[src/xfer_err_pkg.sv]
// Purpose: Shared codes, field layouts and timing for the error reporter
// Assumes: 20 MHz system clock
// Notes: Codes are 16-bit values placed in status words
package xfer_err_pkg;
  // ========================================
  // Timing
  localparam int CLK_HZ = 20000000;
  localparam int WR_TIMEOUT_MS = 100;
  localparam int WR_TIMEOUT_CYCLES = WR_TIMEOUT_MS * (CLK_HZ / 1000);
  // ========================================
  // Common codes
  localparam logic [15:0] C_NONE = 16'h0000;
  localparam logic [15:0] C_WORDS = 16'h8221;
  localparam logic [15:0] C_SRC_AREA = 16'h8222;
  localparam logic [15:0] C_SRC_WORD = 16'h8223;
  localparam logic [15:0] C_DST_AREA = 16'h8224;
  localparam logic [15:0] C_DST_WORD = 16'h8225;
  localparam logic [15:0] C_SETUP_ONLY = 16'h8226;
  localparam logic [15:0] C_WR_TIMEOUT = 16'h8227;
  localparam logic [15:0] C_SLV_DATA = 16'h8228;
  localparam logic [15:0] C_BUS_ERR = 16'h8229;
  localparam logic [15:0] C_SLV_ERR = 16'h822a;
  localparam logic [15:0] C_SAVE_BLOCK = 16'h8230;
  // Data check warning: high byte by class, low byte is offset
  localparam logic [7:0] C_CHK_COMMON = 8'h90;
  localparam logic [7:0] C_CHK_AXIS = 8'h91;
  localparam logic [7:0] C_CHK_TASK = 8'h92;
  localparam logic [1:0] PCLASS_COMMON = 2'h0;
  localparam logic [1:0] PCLASS_AXIS = 2'h1;
  // ========================================
  // Axis and task codes
  localparam logic [15:0] C_SERVO_WARN = 16'hd00f;
  localparam logic [15:0] C_CMD_OVF = 16'he027;
  localparam logic [15:0] C_FB_OVF = 16'he028;
  localparam logic [15:0] C_TEACH_ADDR = 16'hed00;
  localparam logic [15:0] C_TEACH_BLOCK = 16'hed01;
  localparam logic [15:0] C_TEACH_OVF = 16'hed02;
  // ========================================
  // Data-write request carried from the host
  typedef struct packed {
    logic [15:0] words;
    logic [7:0] src_area;
    logic [15:0] src_word;
    logic [7:0] dst_area;
    logic [15:0] dst_word;
    logic slave_param;
    logic setup_eff;
    logic [1:0] pclass;
    logic [7:0] poffset;
    logic data_ok;
  } wr_req_t;
  typedef enum logic {WS_IDLE = 1'b0, WS_BUSY = 1'b1} wr_state_t;
endpackage

[src/position_tracker.sv]
// Purpose: Signed 32-bit present position with overflow latch
// Assumes: One step per cycle at most
// Notes: Update stops once the range is left
`timescale 1ns/1ns
`default_nettype none
module position_tracker (
  input wire logic clk,
  input wire logic rst,
  input wire logic step_v,
  input wire logic [31:0] step,
  input wire logic clr,
  input wire logic [31:0] clr_val,
  output logic [31:0] pos_q,
  output logic ovf_q
);
  logic [31:0] pos_d;
  logic ovf_d;
  logic [32:0] sum;
  // ========================================
  // Next position
  always_comb begin
    sum = {pos_q[31], pos_q} + {step[31], step};
    pos_d = pos_q;
    ovf_d = ovf_q;
    if (clr) begin
      pos_d = clr_val;
      ovf_d = 1'b0;
    end else if (step_v && !ovf_q) begin
      if (sum[32] != sum[31]) begin
        ovf_d = 1'b1;
      end else begin
        pos_d = sum[31:0];
      end
    end
  end
  always_ff @(posedge clk) begin
    if (rst) begin
      pos_q <= 32'h0000_0000;
      ovf_q <= 1'b0;
    end else begin
      pos_q <= pos_d;
      ovf_q <= ovf_d;
    end
  end
endmodule
`default_nettype wire

[src/transfer_and_position_error_reporter.sv]
// Purpose: Classify transfer, save, teach and position faults into codes
// Assumes: Request strobes are one-cycle pulses from clk logic
// Notes: Servo warning pins are asynchronous and synchronised here
// Behaviour
// - Bad write word count gives 8221
// - Bad host source area gives 8222
// - Bad host start word gives 8223
// - Bad unit destination area gives 8224
// - Setup-only write outside setup gives 8226
// - Such writes never reach the parameter
// - Failed or stalled write gives 8227
// - Invalid slave parameter data gives 8228
// - Bus error without messaging gives 8229
// - Slave in error gives 822A
// - Save during backup refused with 8230
// - Data check warning 90/91/92 by class
// - Warning low byte holds parameter offset
// - Servo warning gives axis code D00F
// - Command position out of range gives E027
// - Feedback position out of range gives E028
// - Bad teaching address gives ED00
// - Teaching during save refused with ED01
// - Teaching overflowed axis gives ED02
// - Positions are signed 32-bit values
// - Error overwrites a pending warning
`timescale 1ns/1ns
`default_nettype none
module transfer_and_position_error_reporter #(
  parameter int N_AXES = 4,
  parameter int WR_TIMEOUT_CYC = xfer_err_pkg::WR_TIMEOUT_CYCLES,
  parameter logic [15:0] MAX_WORDS = 16'h0100,
  parameter logic [7:0] N_SRC_AREAS = 8'h05,
  parameter logic [15:0] MAX_SRC_WORD = 16'h7fff,
  parameter logic [7:0] N_DST_AREAS = 8'h04,
  parameter logic [15:0] MAX_DST_WORD = 16'h0fff,
  parameter logic [15:0] MAX_TEACH_ADDR = 16'h03ff
) (
  input wire logic clk,
  input wire logic rst,
  input wire logic wr_req,
  input wire xfer_err_pkg::wr_req_t wr_info,
  input wire logic setup_phase,
  input wire logic wr_done,
  input wire logic wr_fail,
  input wire logic bus_err,
  input wire logic msg_en,
  input wire logic slave_err,
  input wire logic save_req,
  input wire logic save_done,
  input wire logic backup_busy,
  input wire logic teach_req,
  input wire logic [15:0] teach_addr,
  input wire logic [$clog2(N_AXES)-1:0] teach_axis,
  input wire logic err_reset,
  input wire logic warn_reset,
  input wire logic [N_AXES-1:0] servo_warn,
  input wire logic [N_AXES-1:0] cmd_step_v,
  input wire logic [N_AXES-1:0][31:0] cmd_step,
  input wire logic [N_AXES-1:0] fb_step_v,
  input wire logic [N_AXES-1:0][31:0] fb_step,
  input wire logic [N_AXES-1:0] origin_done,
  input wire logic [N_AXES-1:0] pos_preset,
  input wire logic [N_AXES-1:0] fb_preset,
  input wire logic [N_AXES-1:0][31:0] preset_val,
  output logic [15:0] unit_code_q,
  output logic unit_err_q,
  output logic [N_AXES-1:0][15:0] axis_code_q,
  output logic [15:0] task_code_q,
  output logic write_commit_q,
  output logic write_busy_q,
  output logic save_busy_q,
  output logic teach_ok_q,
  output logic [N_AXES-1:0][31:0] cmd_pos_q,
  output logic [N_AXES-1:0][31:0] fb_pos_q,
  output logic [N_AXES-1:0] cmd_ovf_q,
  output logic [N_AXES-1:0] fb_ovf_q
);
  import xfer_err_pkg::*;

  // ========================================
  // Write request checks in priority order
  function automatic logic [15:0] check_write(input wr_req_t r);
    logic [15:0] c;
    c = C_NONE;
    if (r.words == 16'h0000 || r.words > MAX_WORDS) begin
      c = C_WORDS;
    end else if (r.src_area >= N_SRC_AREAS) begin
      c = C_SRC_AREA;
    end else if (r.src_word > MAX_SRC_WORD) begin
      c = C_SRC_WORD;
    end else if (r.dst_area >= N_DST_AREAS) begin
      c = C_DST_AREA;
    end else if (r.dst_word > MAX_DST_WORD) begin
      c = C_DST_WORD;
    end else if (r.slave_param && bus_err && !msg_en) begin
      c = C_BUS_ERR;
    end else if (r.slave_param && slave_err) begin
      c = C_SLV_ERR;
    end else if (r.slave_param && !r.data_ok) begin
      c = C_SLV_DATA;
    end else if (r.setup_eff && !setup_phase) begin
      c = C_SETUP_ONLY;
    end else if (!r.data_ok) begin
      c = {r.pclass == PCLASS_COMMON ? C_CHK_COMMON :
           r.pclass == PCLASS_AXIS ? C_CHK_AXIS : C_CHK_TASK,
           r.poffset};
    end
    return c;
  endfunction

  // Warning codes are those of the data check class
  function automatic logic is_error(input logic [15:0] c);
    return c[15:12] != 4'h9;
  endfunction

  // ========================================
  // Servo warning input synchroniser
  logic [N_AXES-1:0] sw1_q, sw2_q, sw3_q, swf_q, swf_d;
  always_comb begin
    swf_d = swf_q;
    for (int i = 0; i < N_AXES; i++) begin
      if (sw2_q[i] == sw3_q[i]) begin
        swf_d[i] = sw3_q[i];
      end
    end
  end
  always_ff @(posedge clk) begin
    if (rst) begin
      sw1_q <= '0;
      sw2_q <= '0;
      sw3_q <= '0;
      swf_q <= '0;
    end else begin
      sw1_q <= servo_warn;
      sw2_q <= sw1_q;
      sw3_q <= sw2_q;
      swf_q <= swf_d;
    end
  end

  // ========================================
  // Present position trackers
  logic [N_AXES-1:0] cmd_clr;
  assign cmd_clr = origin_done | pos_preset;
  for (genvar g = 0; g < N_AXES; g++) begin : g_axis
    position_tracker u_cmd (
      .clk(clk), .rst(rst), .step_v(cmd_step_v[g]), .step(cmd_step[g]),
      .clr(cmd_clr[g]), .clr_val(preset_val[g]),
      .pos_q(cmd_pos_q[g]), .ovf_q(cmd_ovf_q[g]));
    position_tracker u_fb (
      .clk(clk), .rst(rst), .step_v(fb_step_v[g]), .step(fb_step[g]),
      .clr(fb_preset[g]), .clr_val(preset_val[g]),
      .pos_q(fb_pos_q[g]), .ovf_q(fb_ovf_q[g]));
  end

  // ========================================
  // Write transfer sequencer and unit code
  wr_state_t ws_q, ws_d;
  logic [31:0] wcnt_q, wcnt_d;
  logic [15:0] unit_code_d, wchk;
  logic unit_err_d, commit_d, save_busy_d, take;
  logic [15:0] ev_code;

  always_comb begin
    ws_d = ws_q;
    wcnt_d = wcnt_q;
    commit_d = 1'b0;
    save_busy_d = save_busy_q;
    unit_code_d = unit_code_q;
    unit_err_d = unit_err_q;
    ev_code = C_NONE;
    wchk = check_write(wr_info);
    take = wr_req && ws_q == WS_IDLE;
    if (take) begin
      if (wchk == C_NONE) begin
        ws_d = WS_BUSY;
        wcnt_d = 32'h0000_0000;
      end else begin
        ev_code = wchk;
      end
    end else if (ws_q == WS_BUSY) begin
      wcnt_d = wcnt_q + 32'h0000_0001;
      if (wr_done) begin
        ws_d = WS_IDLE;
        commit_d = 1'b1;
      end else if (wr_fail || wcnt_q >= 32'(WR_TIMEOUT_CYC - 1)) begin
        ws_d = WS_IDLE;
        ev_code = C_WR_TIMEOUT;
      end
    end
    if (save_busy_q && save_done) begin
      save_busy_d = 1'b0;
    end
    if (save_req && !save_busy_q) begin
      if (backup_busy) begin
        ev_code = C_SAVE_BLOCK;
      end else begin
        save_busy_d = 1'b1;
      end
    end
    if ((err_reset && unit_err_q) || (warn_reset && !unit_err_q)) begin
      unit_code_d = C_NONE;
      unit_err_d = 1'b0;
    end
    if (ev_code != C_NONE && (is_error(ev_code) || !unit_err_d)) begin
      unit_code_d = ev_code;
      unit_err_d = is_error(ev_code);
    end
  end

  always_ff @(posedge clk) begin
    if (rst) begin
      ws_q <= WS_IDLE;
      wcnt_q <= 32'h0000_0000;
      unit_code_q <= C_NONE;
      unit_err_q <= 1'b0;
      write_commit_q <= 1'b0;
      write_busy_q <= 1'b0;
      save_busy_q <= 1'b0;
    end else begin
      ws_q <= ws_d;
      wcnt_q <= wcnt_d;
      unit_code_q <= unit_code_d;
      unit_err_q <= unit_err_d;
      write_commit_q <= commit_d;
      write_busy_q <= ws_d == WS_BUSY;
      save_busy_q <= save_busy_d;
    end
  end

  // ========================================
  // Axis codes
  logic [N_AXES-1:0][15:0] axis_code_d;
  logic [N_AXES-1:0] sw_stk_q, sw_stk_d, swf_old_q;
  always_comb begin
    axis_code_d = axis_code_q;
    sw_stk_d = sw_stk_q;
    for (int i = 0; i < N_AXES; i++) begin
      if (warn_reset) begin
        sw_stk_d[i] = 1'b0;
        axis_code_d[i] = C_NONE;
      end
      if (swf_q[i] && !swf_old_q[i]) begin
        sw_stk_d[i] = 1'b1;
      end
      if (cmd_ovf_q[i]) begin
        axis_code_d[i] = C_CMD_OVF;
      end else if (fb_ovf_q[i]) begin
        axis_code_d[i] = C_FB_OVF;
      end else if (sw_stk_d[i]) begin
        axis_code_d[i] = C_SERVO_WARN;
      end
    end
  end
  always_ff @(posedge clk) begin
    if (rst) begin
      axis_code_q <= '0;
      sw_stk_q <= '0;
      swf_old_q <= '0;
    end else begin
      axis_code_q <= axis_code_d;
      sw_stk_q <= sw_stk_d;
      swf_old_q <= swf_q;
    end
  end

  // ========================================
  // Teaching checks and task code
  logic [15:0] task_code_d;
  logic teach_ok_d, tovf_q, tovf_d;
  logic [$clog2(N_AXES)-1:0] tax_q, tax_d;
  always_comb begin
    task_code_d = task_code_q;
    teach_ok_d = 1'b0;
    tovf_d = tovf_q;
    tax_d = tax_q;
    if (err_reset && !tovf_q) begin
      task_code_d = C_NONE;
    end
    if (tovf_q && cmd_clr[tax_q]) begin
      tovf_d = 1'b0;
      task_code_d = C_NONE;
    end
    if (teach_req) begin
      if (teach_addr > MAX_TEACH_ADDR) begin
        task_code_d = C_TEACH_ADDR;
      end else if (save_busy_q) begin
        task_code_d = C_TEACH_BLOCK;
      end else if (cmd_ovf_q[teach_axis]) begin
        tovf_d = 1'b1;
        tax_d = teach_axis;
      end else begin
        teach_ok_d = 1'b1;
      end
    end
    if (tovf_d) begin
      task_code_d = C_TEACH_OVF;
    end
  end
  always_ff @(posedge clk) begin
    if (rst) begin
      task_code_q <= C_NONE;
      teach_ok_q <= 1'b0;
      tovf_q <= 1'b0;
      tax_q <= '0;
    end else begin
      task_code_q <= task_code_d;
      teach_ok_q <= teach_ok_d;
      tovf_q <= tovf_d;
      tax_q <= tax_d;
    end
  end
endmodule
`default_nettype wire

[config.mk]
export PLATFORM = sky130hd
export DESIGN_NAME = transfer_and_position_error_reporter
export DESIGN_NICKNAME = d
export VERILOG_FILES = /design/src/xfer_err_pkg.sv /design/src/position_tracker.sv /design/src/transfer_and_position_error_reporter.sv
export SDC_FILE = /design/constraint.sdc
export NUM_CORES = 1
export LEC_CHECK = 0
export ABC_AREA = 1
export BUFFER_PORTS_ARGS = -buffer_cell sky130_fd_sc_hd__clkbuf_2
export CORE_AREA = 4 4 345 347
export CTS_CLUSTER_DIAMETER = 200
export CTS_CLUSTER_SIZE = 16
export DETAILED_ROUTE_END_ITERATION = 10
export DIE_AREA = 0 0 349 351
export PLACE_DENSITY = 0.51
export SLEW_MARGIN = 20
export SYNTH_ARGS = -nofsm -noshare
export SYNTH_HDL_FRONTEND = slang
export SYNTH_SLANG_ARGS = --single-unit
[constraint.sdc]
create_clock -name clk -period 2.7 [get_ports clk]
set_input_delay 0.54 -clock clk [delete_from_list [all_inputs] [get_ports clk]]
set_output_delay 0.54 -clock clk [all_outputs]
set_load 0.01 [all_outputs]
==> summary.md, run 1 <==
| Metric | Value |
|---|---|
| Status | `completed` |
| R2r setup slk | `0.11 ns` |
| Worst endpoint required time | `3.18 ns` |
| Antenna violations before repair | `19` |
| Tot GR Track Use | `29.43%` |
| DP HPWL | `160.9 mm` |
| Clock Skews | `approximately 0.037 ns` |
| Clock-pin slew on the worst setup and hold paths | `around 0.090 ns` |
| Clock sink count | `376` |
| Hold EP | `sw1_q[2]` |
| CTS Hold Buffers Added | `0` |
| Post-synthesis sequential area ratio | `20.67%` |
| Share of the synthesized area in the top cell type | `20.67%` |
| Fin crit share | `95.87%` |
| Worst Setup Start Kind | `flip-flop` |
| Maximum vdd drop | `approximately 0.00053 V` |
| Dpl cell area | `48,030 um^2` |
| Top cells by count, synth | `nand2_1, inv_1, nor2_1, nand3_1, a21oi_1` |
| Vias in the first global route | `43,690` |
| Clock network fraction of total power | `15.7%` |
| Cell area after synthesis | `36,420 um^2` |
| Post-synth EDFFs | `0` |
| Detailed-route via count | `46,660` |
| Largest net degree at the start of global routing | `120` |
| Final Hold Slack | `0.08746 ns` |
| Clock Latency Late Sink | `0.66 ns` |
| Reg power frac | `25.5%` |
| Starting density of the core | `31.43%` |
| Yosys cell types | `58` |
| DR vias/cell | `4.976` |
| Gate power share | `58.8%` |
| Crit Path Category | `reg -> reg` |
| Pre-antenna DRT Iters | `6` |
| Final Critical Period | `2.589 ns` |
| Main synth FF type | `dfxtp_1` |
| Switch share | `44.94%` |
| Worst r2r src | `g_axis[1].u_fb.pos_q[21]` |
| Element type at the critical path end | `flip-flop` |
| Worst R2R End | `g_axis[1].u_fb.pos_q[12]` |
| Worst-Margin Slew | `around 1 ns` |
| Worst Hold Class | `in -> reg` |
| Total grt overflow | `0` |
| Final hold vios | `0` |
| Port-buffer cells | `approximately 800` |
| Detailed Route Iter0 Violations | `about 3,300` |
| GRT met2 Usage | `50.07%` |
| Hold path startpoint | `servo_warn[2]` |
| Syn Area/Cell | `between 5 and 6 um^2` |
| Fillers | `12,824` |
| Final setup fails | `0` |
| Max cap viols | `0` |
| Lkg Pwr | `26.49 nW` |
| Most common cell in the netlist | `nand2_1` |
| Top Ports | `just under 900` |
| Area contributors post-synth | `dfxtp_1, nand2_1, nand3_1` |
| Max Root-Sink Buffers | `3` |
| Net Switching | `between 0.01 and 0.015 W` |
| Internal | `0.01478 W` |
| CP Data Arrival Time | `3.06 ns` |
| Core area | `115,900 um^2` |
| Hold path depth | `3` |
| Post-synthesis to final-layout area growth | `37.45%` |
| Crit Path Max Fanout | `7` |
| Maximum clock frequency | `386.3 MHz` |
| Routed Antenna Nets | `0` |
| Wire per inst | `about 21 um` |
| Cells after Synth | `6,315` |
| Die Y | `351 um` |
| Layout Nets | `roughly 8,600` |
| Critical Path Start | `g_axis[1].u_fb.pos_q[21]` |
| Fraction of registers with async set/reset | `0%` |
| First-pass GRT wire length | `274.0 mm` |
| Worst R2R Path Depth | `17` |
| Root Buffer | `clkbuf_16` |
| Most used routing layer | `met2` |
| Final wirelength | `193.4 mm` |
| Slew Limit Headroom | `between 30% and 40%` |
| CTS tree | `done` |
| M1 GR Usage | `roughly 37%` |
| GP Congestion | `between 0.9 and 1` |
| Remaining DRCs | `0` |
| Design area | `around 50,000 um^2` |
| Cell taking the most area after synthesis | `dfxtp_1` |
| Die W | `349 um` |
| Final Slew Violations | `0` |
| Met3 Use GR | `under 10%` |
| TritonCTS buffer count | `27` |
| Seq cells post-synth | `376` |
| Yosys synthesis warning count | `0` |
| Die area | `122,500 um^2` |
| Pwr/cell area | `536.3 nW/um^2` |
| Layout cell share with drive strength beyond 1 | `26.94%` |
| H-tree levels | `1` |
| Row cnt | `approximately 130` |
[state kept, by name (all words and copies together), names as in the netlist, 12 cells and up]
register,flops
g_axis.u_cmd.pos_q,128
g_axis.u_fb.pos_q,128
wcnt_q,32
axis_code_q,20
task_code_q,16
unit_code_q,12
[power by group through the flow]
stage	clock [W]	sequential, W	combinational, W
floorplan	0	0.00699	0.00758
finish	0.00421	0.00684	0.0158
CTS	0.00439	0.00679	0.0149
global route	0.00452	0.00690	0.0172
global placement	0	0.00691	0.0147
detailed placement	0	0.00691	0.0148
[kinds of logic after synthesis]
| kind of cell | Yosys count | share of synthesized area [%] |
|---|---|---|
| buffers and inverters | 1025 | 11.86 |
| adder cells (fa/ha/maj) | 265 | 9.268 |
| other | 1 | 0.01030 |
| AND/OR/NAND/NOR | 3703 | 43.67 |
| AO/OA/AOI/OAI | 907 | 13.61 |
| XOR/XNOR | 36 | 0.8657 |
| flip-flops | 376 | 20.67 |
| multiplexers | 2 | 0.05497 |
[layout by cell type (no fill, tap or decap), types with 74 or more instances in the layout]
cell,synthesis,final
nand2_1,1991,1939
nor3_1,79,77
nand3_1,645,641
inv_1,786,776
o21ai_0,251,247
dfxtp_1,376,349
clkbuf_2,0,810
a21oi_1,488,459
nand2_2,25,74
nand4_1,76,76
nor2_1,649,628
or2_2,75,75
buf_4,70,842
ha_1,257,211
[metal layers]
layer	share of wire, %	vias to the layer above
met3	6.6	317
met1	42	21320
li1	-	23386
met2	46	1629
met5	0.026	-
met4	5.1	8
[timing repair]
item / in CTS / in global routing
setup buffers: 0 / 8
endpoints found under the hold margin: 0 / 0
endpoints found under the setup margin: 11 / 253
pin swaps: 0 / 27
gates cloned: 0 / 17
gates resized for setup: 3 / 228
[worst max path at each step]
stage,to,slack (ns),cells past startpoint
final,g_axis[1].u_fb.pos_q[12],0.11,17
after global routing,g_axis[0].u_fb.pos_q[0],-0.03,19
after global placement,g_axis[1].u_fb.pos_q[10],-0.30,18
after CTS,g_axis[3].u_fb.pos_q[31],0.00008,22
after detailed placement,g_axis[3].u_cmd.pos_q[26],-0.30,21
after floorplan,g_axis[2].u_cmd.pos_q[21],0.14,21
[per-stage QoR]
stage	total power (W)	TNS [ns]	utilization, %	setup WS [ns]	cells
floorplan	0.01457	0	-	0.1362	6346
global placement	0.02163	-45.19	41.44	-0.3025	9313
detailed placement	0.02171	-50.90	41.44	-0.3028	9313
CTS	0.02605	0	42.05	0.00007505	9342
global route	0.02864	-0.5405	43.19	-0.03417	9372
finish	0.02685	0	43.20	0.1114	9377
[critical path, stage by stage, from the launching register on]
cell	delay, ns
dfxtp_1	0.32
ha_2	0.40
buf_4	0.13
nand2_1	0.05
nor2_1	0.17
nand2_1	0.12
nor2_1	0.17
nand2_1	0.09
nand2_1	0.07
nand2_1	0.06
nand2_2	0.08
inv_2	0.05
buf_4	0.13
nand2_2	0.07
nand3_4	0.16
buf_6	0.22
nand3_1	0.07
a21oi_1	0.07
[cell type report]
class                   instances  area (um^2)  share of cell area, %
clock inverters                 2        17.52                0.03499
clock buffers                  27        675.6                  1.350
inverters                     790         2970                  5.933
well taps                    1524         1907                  3.809
multi-input cells            4945        25560                  51.05
diodes                         10        25.02                0.04999
flip-flops and latches        376         7561                  15.10
repair buffers               1703        11350                  22.67
Power figures use the tool's default switching activity.
==> run 2, diff against run 1 <==
--- a/config.mk
+++ b/config.mk
@@ -13,6 +13,7 @@
 export DETAILED_ROUTE_END_ITERATION = 10
 export DIE_AREA = 0 0 349 351
 export PLACE_DENSITY = 0.51
+export REMOVE_ABC_BUFFERS = 1
 export SLEW_MARGIN = 20
 export SYNTH_ARGS = -nofsm -noshare
 export SYNTH_HDL_FRONTEND = slang
==> constraint.sdc (replaced) <==
create_clock -name clk -period 2.7 [get_ports clk]
set_input_delay 0.405 -clock clk [delete_from_list [all_inputs] [get_ports clk]]
set_output_delay 0.405 -clock clk [all_outputs]
set_load 0.01 [all_outputs]
==> run 2 against run 1 <==
  * Power shrank 7.1%
  * Cell count shrank 4.8%
  * Utilization shrank 2.8 points
  * Sequential cell count is the same
  * Register-to-register slack gained 0.02 ns
  * Via count shrank 5.1%
  * Clock power is essentially flat
  * Maximum frequency grew 0.73%
  * Highest routed layer unchanged
  * Global-route usage shrank 2.8 points
  * First-iteration DRC count shrank 4.7%
  * Sequential share of layout area grew 1.0 points
==> summary.md, run 2 (synthesis gave the netlist of run 1 again) <==
| Metric | Value |
|---|---|
| Status | `completed` |
| Worst-Margin Slew | `1.081 ns` |
| Max cap viols | `0` |
| Fin crit share | `roughly 95%` |
| Pwr/cell area | `533.2 nW/um^2` |
| Die W | `approximately 350 um` |
| Tot GR Track Use | `26.59%` |
| Final hold vios | `0` |
| GRT met2 Usage | `45.31%` |
| Detailed-route via count | `between 40,000 and 50,000` |
| CP Data Arrival Time | `3.10 ns` |
| Worst setup margin | `0.1302 ns` |
| Antenna violations before repair | `12` |
| Commonest cells after routing, fill and taps aside | `nand2_1, clkbuf_2, inv_1` |
| Leading cell type in the layout, fill and taps excluded | `nand2_1` |
| Clock-pin slew on the worst setup and hold paths | `roughly 0.10 ns` |
| Die area | `122,500 um^2` |
| Starting density of the core | `31.43%` |
| R2r setup slk | `0.13 ns` |
| Most used routing layer | `met2` |
| Remaining DRCs | `0` |
| Worst Setup Start Kind | `flip-flop` |
| Pre-CTS setup slack | `-0.2047 ns` |
| Final Slew Violations | `0` |
| Detailed Route Iter0 Violations | `3,135` |
| Crit Path Max Fanout | `7` |
| Clock sink count | `between 300 and 400` |
| Row cnt | `approximately 130` |
| Largest net degree at the start of global routing | `about 110` |
| Clock Latency Late Sink | `between 0.6 and 0.7 ns` |
| Setup total negative slack | `0 ns` |
| CTS tree | `done` |
| Power Total | `0.02494 W` |
| Post-synthesis to final-layout area growth | `28.45%` |
| Vias in the first global route | `41,702` |
| Final Critical Period | `2.570 ns` |
| Maximum clock frequency | `389.1 MHz` |
| Wire per inst | `19.65 um` |
| Worst R2R Path Depth | `22` |
| DP HPWL | `approximately 140 mm` |
| Pre-antenna DRT Iters | `6` |
| Met3 Use GR | `4.450%` |
| RSZ-0062 raised after global routing | `true` |
| Top Ports | `883` |
| Core area | `115,900 um^2` |
| Crit-path most repeated cell | `nand2_2` |
| Maximum vdd drop | `between 0.0004 and 0.0005 V` |
| DR vias/cell | `4.958` |
| Total grt overflow | `0` |
| Fillers | `about 13,000` |
| Slew Limit Headroom | `27.89%` |
| Routed Antenna Nets | `0` |
| TritonCTS buffer count | `27` |
| M1 GR Usage | `between 30% and 40%` |
| Crit Path Category | `reg -> reg` |
| Root Buffer | `clkbuf_16` |
| GP Congestion | `approximately 0.98` |
| Critical Path Sink | `g_axis[0].u_cmd.pos_q[19]` |
| Worst R2R End | `g_axis[0].u_cmd.pos_q[19]` |
| Registers with the most flip-flops | `g_axis.u_cmd.pos_q (128), g_axis.u_fb.pos_q (128), wcnt_q (32)` |
| Die Y | `351 um` |
| Worst r2r src | `g_axis[0].u_cmd.pos_q[0]` |
| Max incr delay on CP | `0.41 ns` |
| Layout cell share with drive strength beyond 1 | `between 20% and 30%` |
| Port-buffer cells | `811` |
| Clock Skews | `roughly 0.033 ns` |
| Final wirelength | `175.4 mm` |
| CP cell instances | `ha_4, inv_1, fa_2, inv_2, nand2_2, nand2_2, nand3_2, nand2_2, nand2_1, nand2_2, nand2_2, nand2_1, nand2_1, nand2_2, inv_2, nand2_4, nand3_4, nand2_8, clkbuf_16, nand2_1, nand2_1, nor2_1` |
| Element type at the critical path end | `flip-flop` |
| Hold path startpoint | `backup_busy` |
| H-tree levels | `1` |
| First-pass GRT wire length | `253.3 mm` |
| Final setup fails | `0` |
| Critical Path Start | `g_axis[0].u_cmd.pos_q[0]` |
| Lkg Pwr | `~24 nW` |
| Max stage delay cell, worst path | `fa_2` |
| Max Root-Sink Buffers | `3` |
| Layout Nets | `8,182` |
| Worst Hold Class | `in -> reg` |
| Worst endpoint required time | `3.23 ns` |
[run 2: cell count changes in the layout (fill, tap and decap cells not counted), sizes merged]
cell	change
clkinv	-1
dlygate4sd3	+9
inv	+1
buf	-453
diode	-4
[run 2: layer usage]
metal  share of wire [%]  vias up  wire, um
met4                 3.7       14      6550
met5               0.052        -        92
li1                    -    22483         -
met2                  46     1368     81010
met3                 6.3      245     11070
met1                  44    20159     76680
[run 2: timing repair]
item                                    in CTS  in global routing
resized for setup                            2                225
hold endpoints to repair                    18                  0
pin swaps                                    0                 29
gates cloned                                 0                 15
setup buffers                                0                 10
hold buffers                                 9                  0
endpoints found under the setup margin       9                254
[run 2: layout make-up]
class	count	area (um^2)	area share [%]
multi-input cells	4945	25620	54.76
repair buffers	1259	8030	17.16
flip-flops and latches	376	7551	16.14
inverters	790	2970	6.349
well taps	1524	1907	4.076
clock buffers	27	675.6	1.444
clock inverters	2	17.52	0.03744
diodes	6	15.01	0.03209
[run 2: power by group]
part	switching, W	internal (W)	total, W
sequential	0.000646	0.00617	0.00682
clock	0.00242	0.00178	0.00420
combinational	0.00833	0.00560	0.0139
total	0.0114	0.0136	0.0249
[run 2: how the worst min path moves through the flow]
stage | end | slack [ns] | depth (start not counted)
final | save_busy_q | 0.05 | 4
after global placement | sw2_q[1] | 0.40 | 2
after detailed placement | sw2_q[2] | 0.39 | 2
after global routing | save_busy_q | 0.03 | 4
after CTS | save_busy_q | 0.006 | 4
after floorplan | sw2_q[0] | 0.39 | 2
[run 2: worst max-delay path, delay by kind of cell, from the launching register on]
family / cells / cell delay, ns
AND/OR/NAND/NOR: 16 / 1.18
adder cells (fa/ha/maj): 2 / 0.54
flip-flops: 1 / 0.37
buffers and inverters: 4 / 0.35
[run 2: per-stage QoR]
step / std cells / area, um^2 / utilization (%) / hold WS (ns)
CTS: 8898 / 45430 / 39.20 / 0.005960
finish: 8929 / 46780 / 40.37 / 0.04533
floorplan: 6111 / 35190 / - / 0.3883
global route: 8924 / 46770 / 40.36 / 0.03499
detailed placement: 8860 / 44640 / 38.52 / 0.3945
global placement: 8860 / 44640 / 38.52 / 0.3989
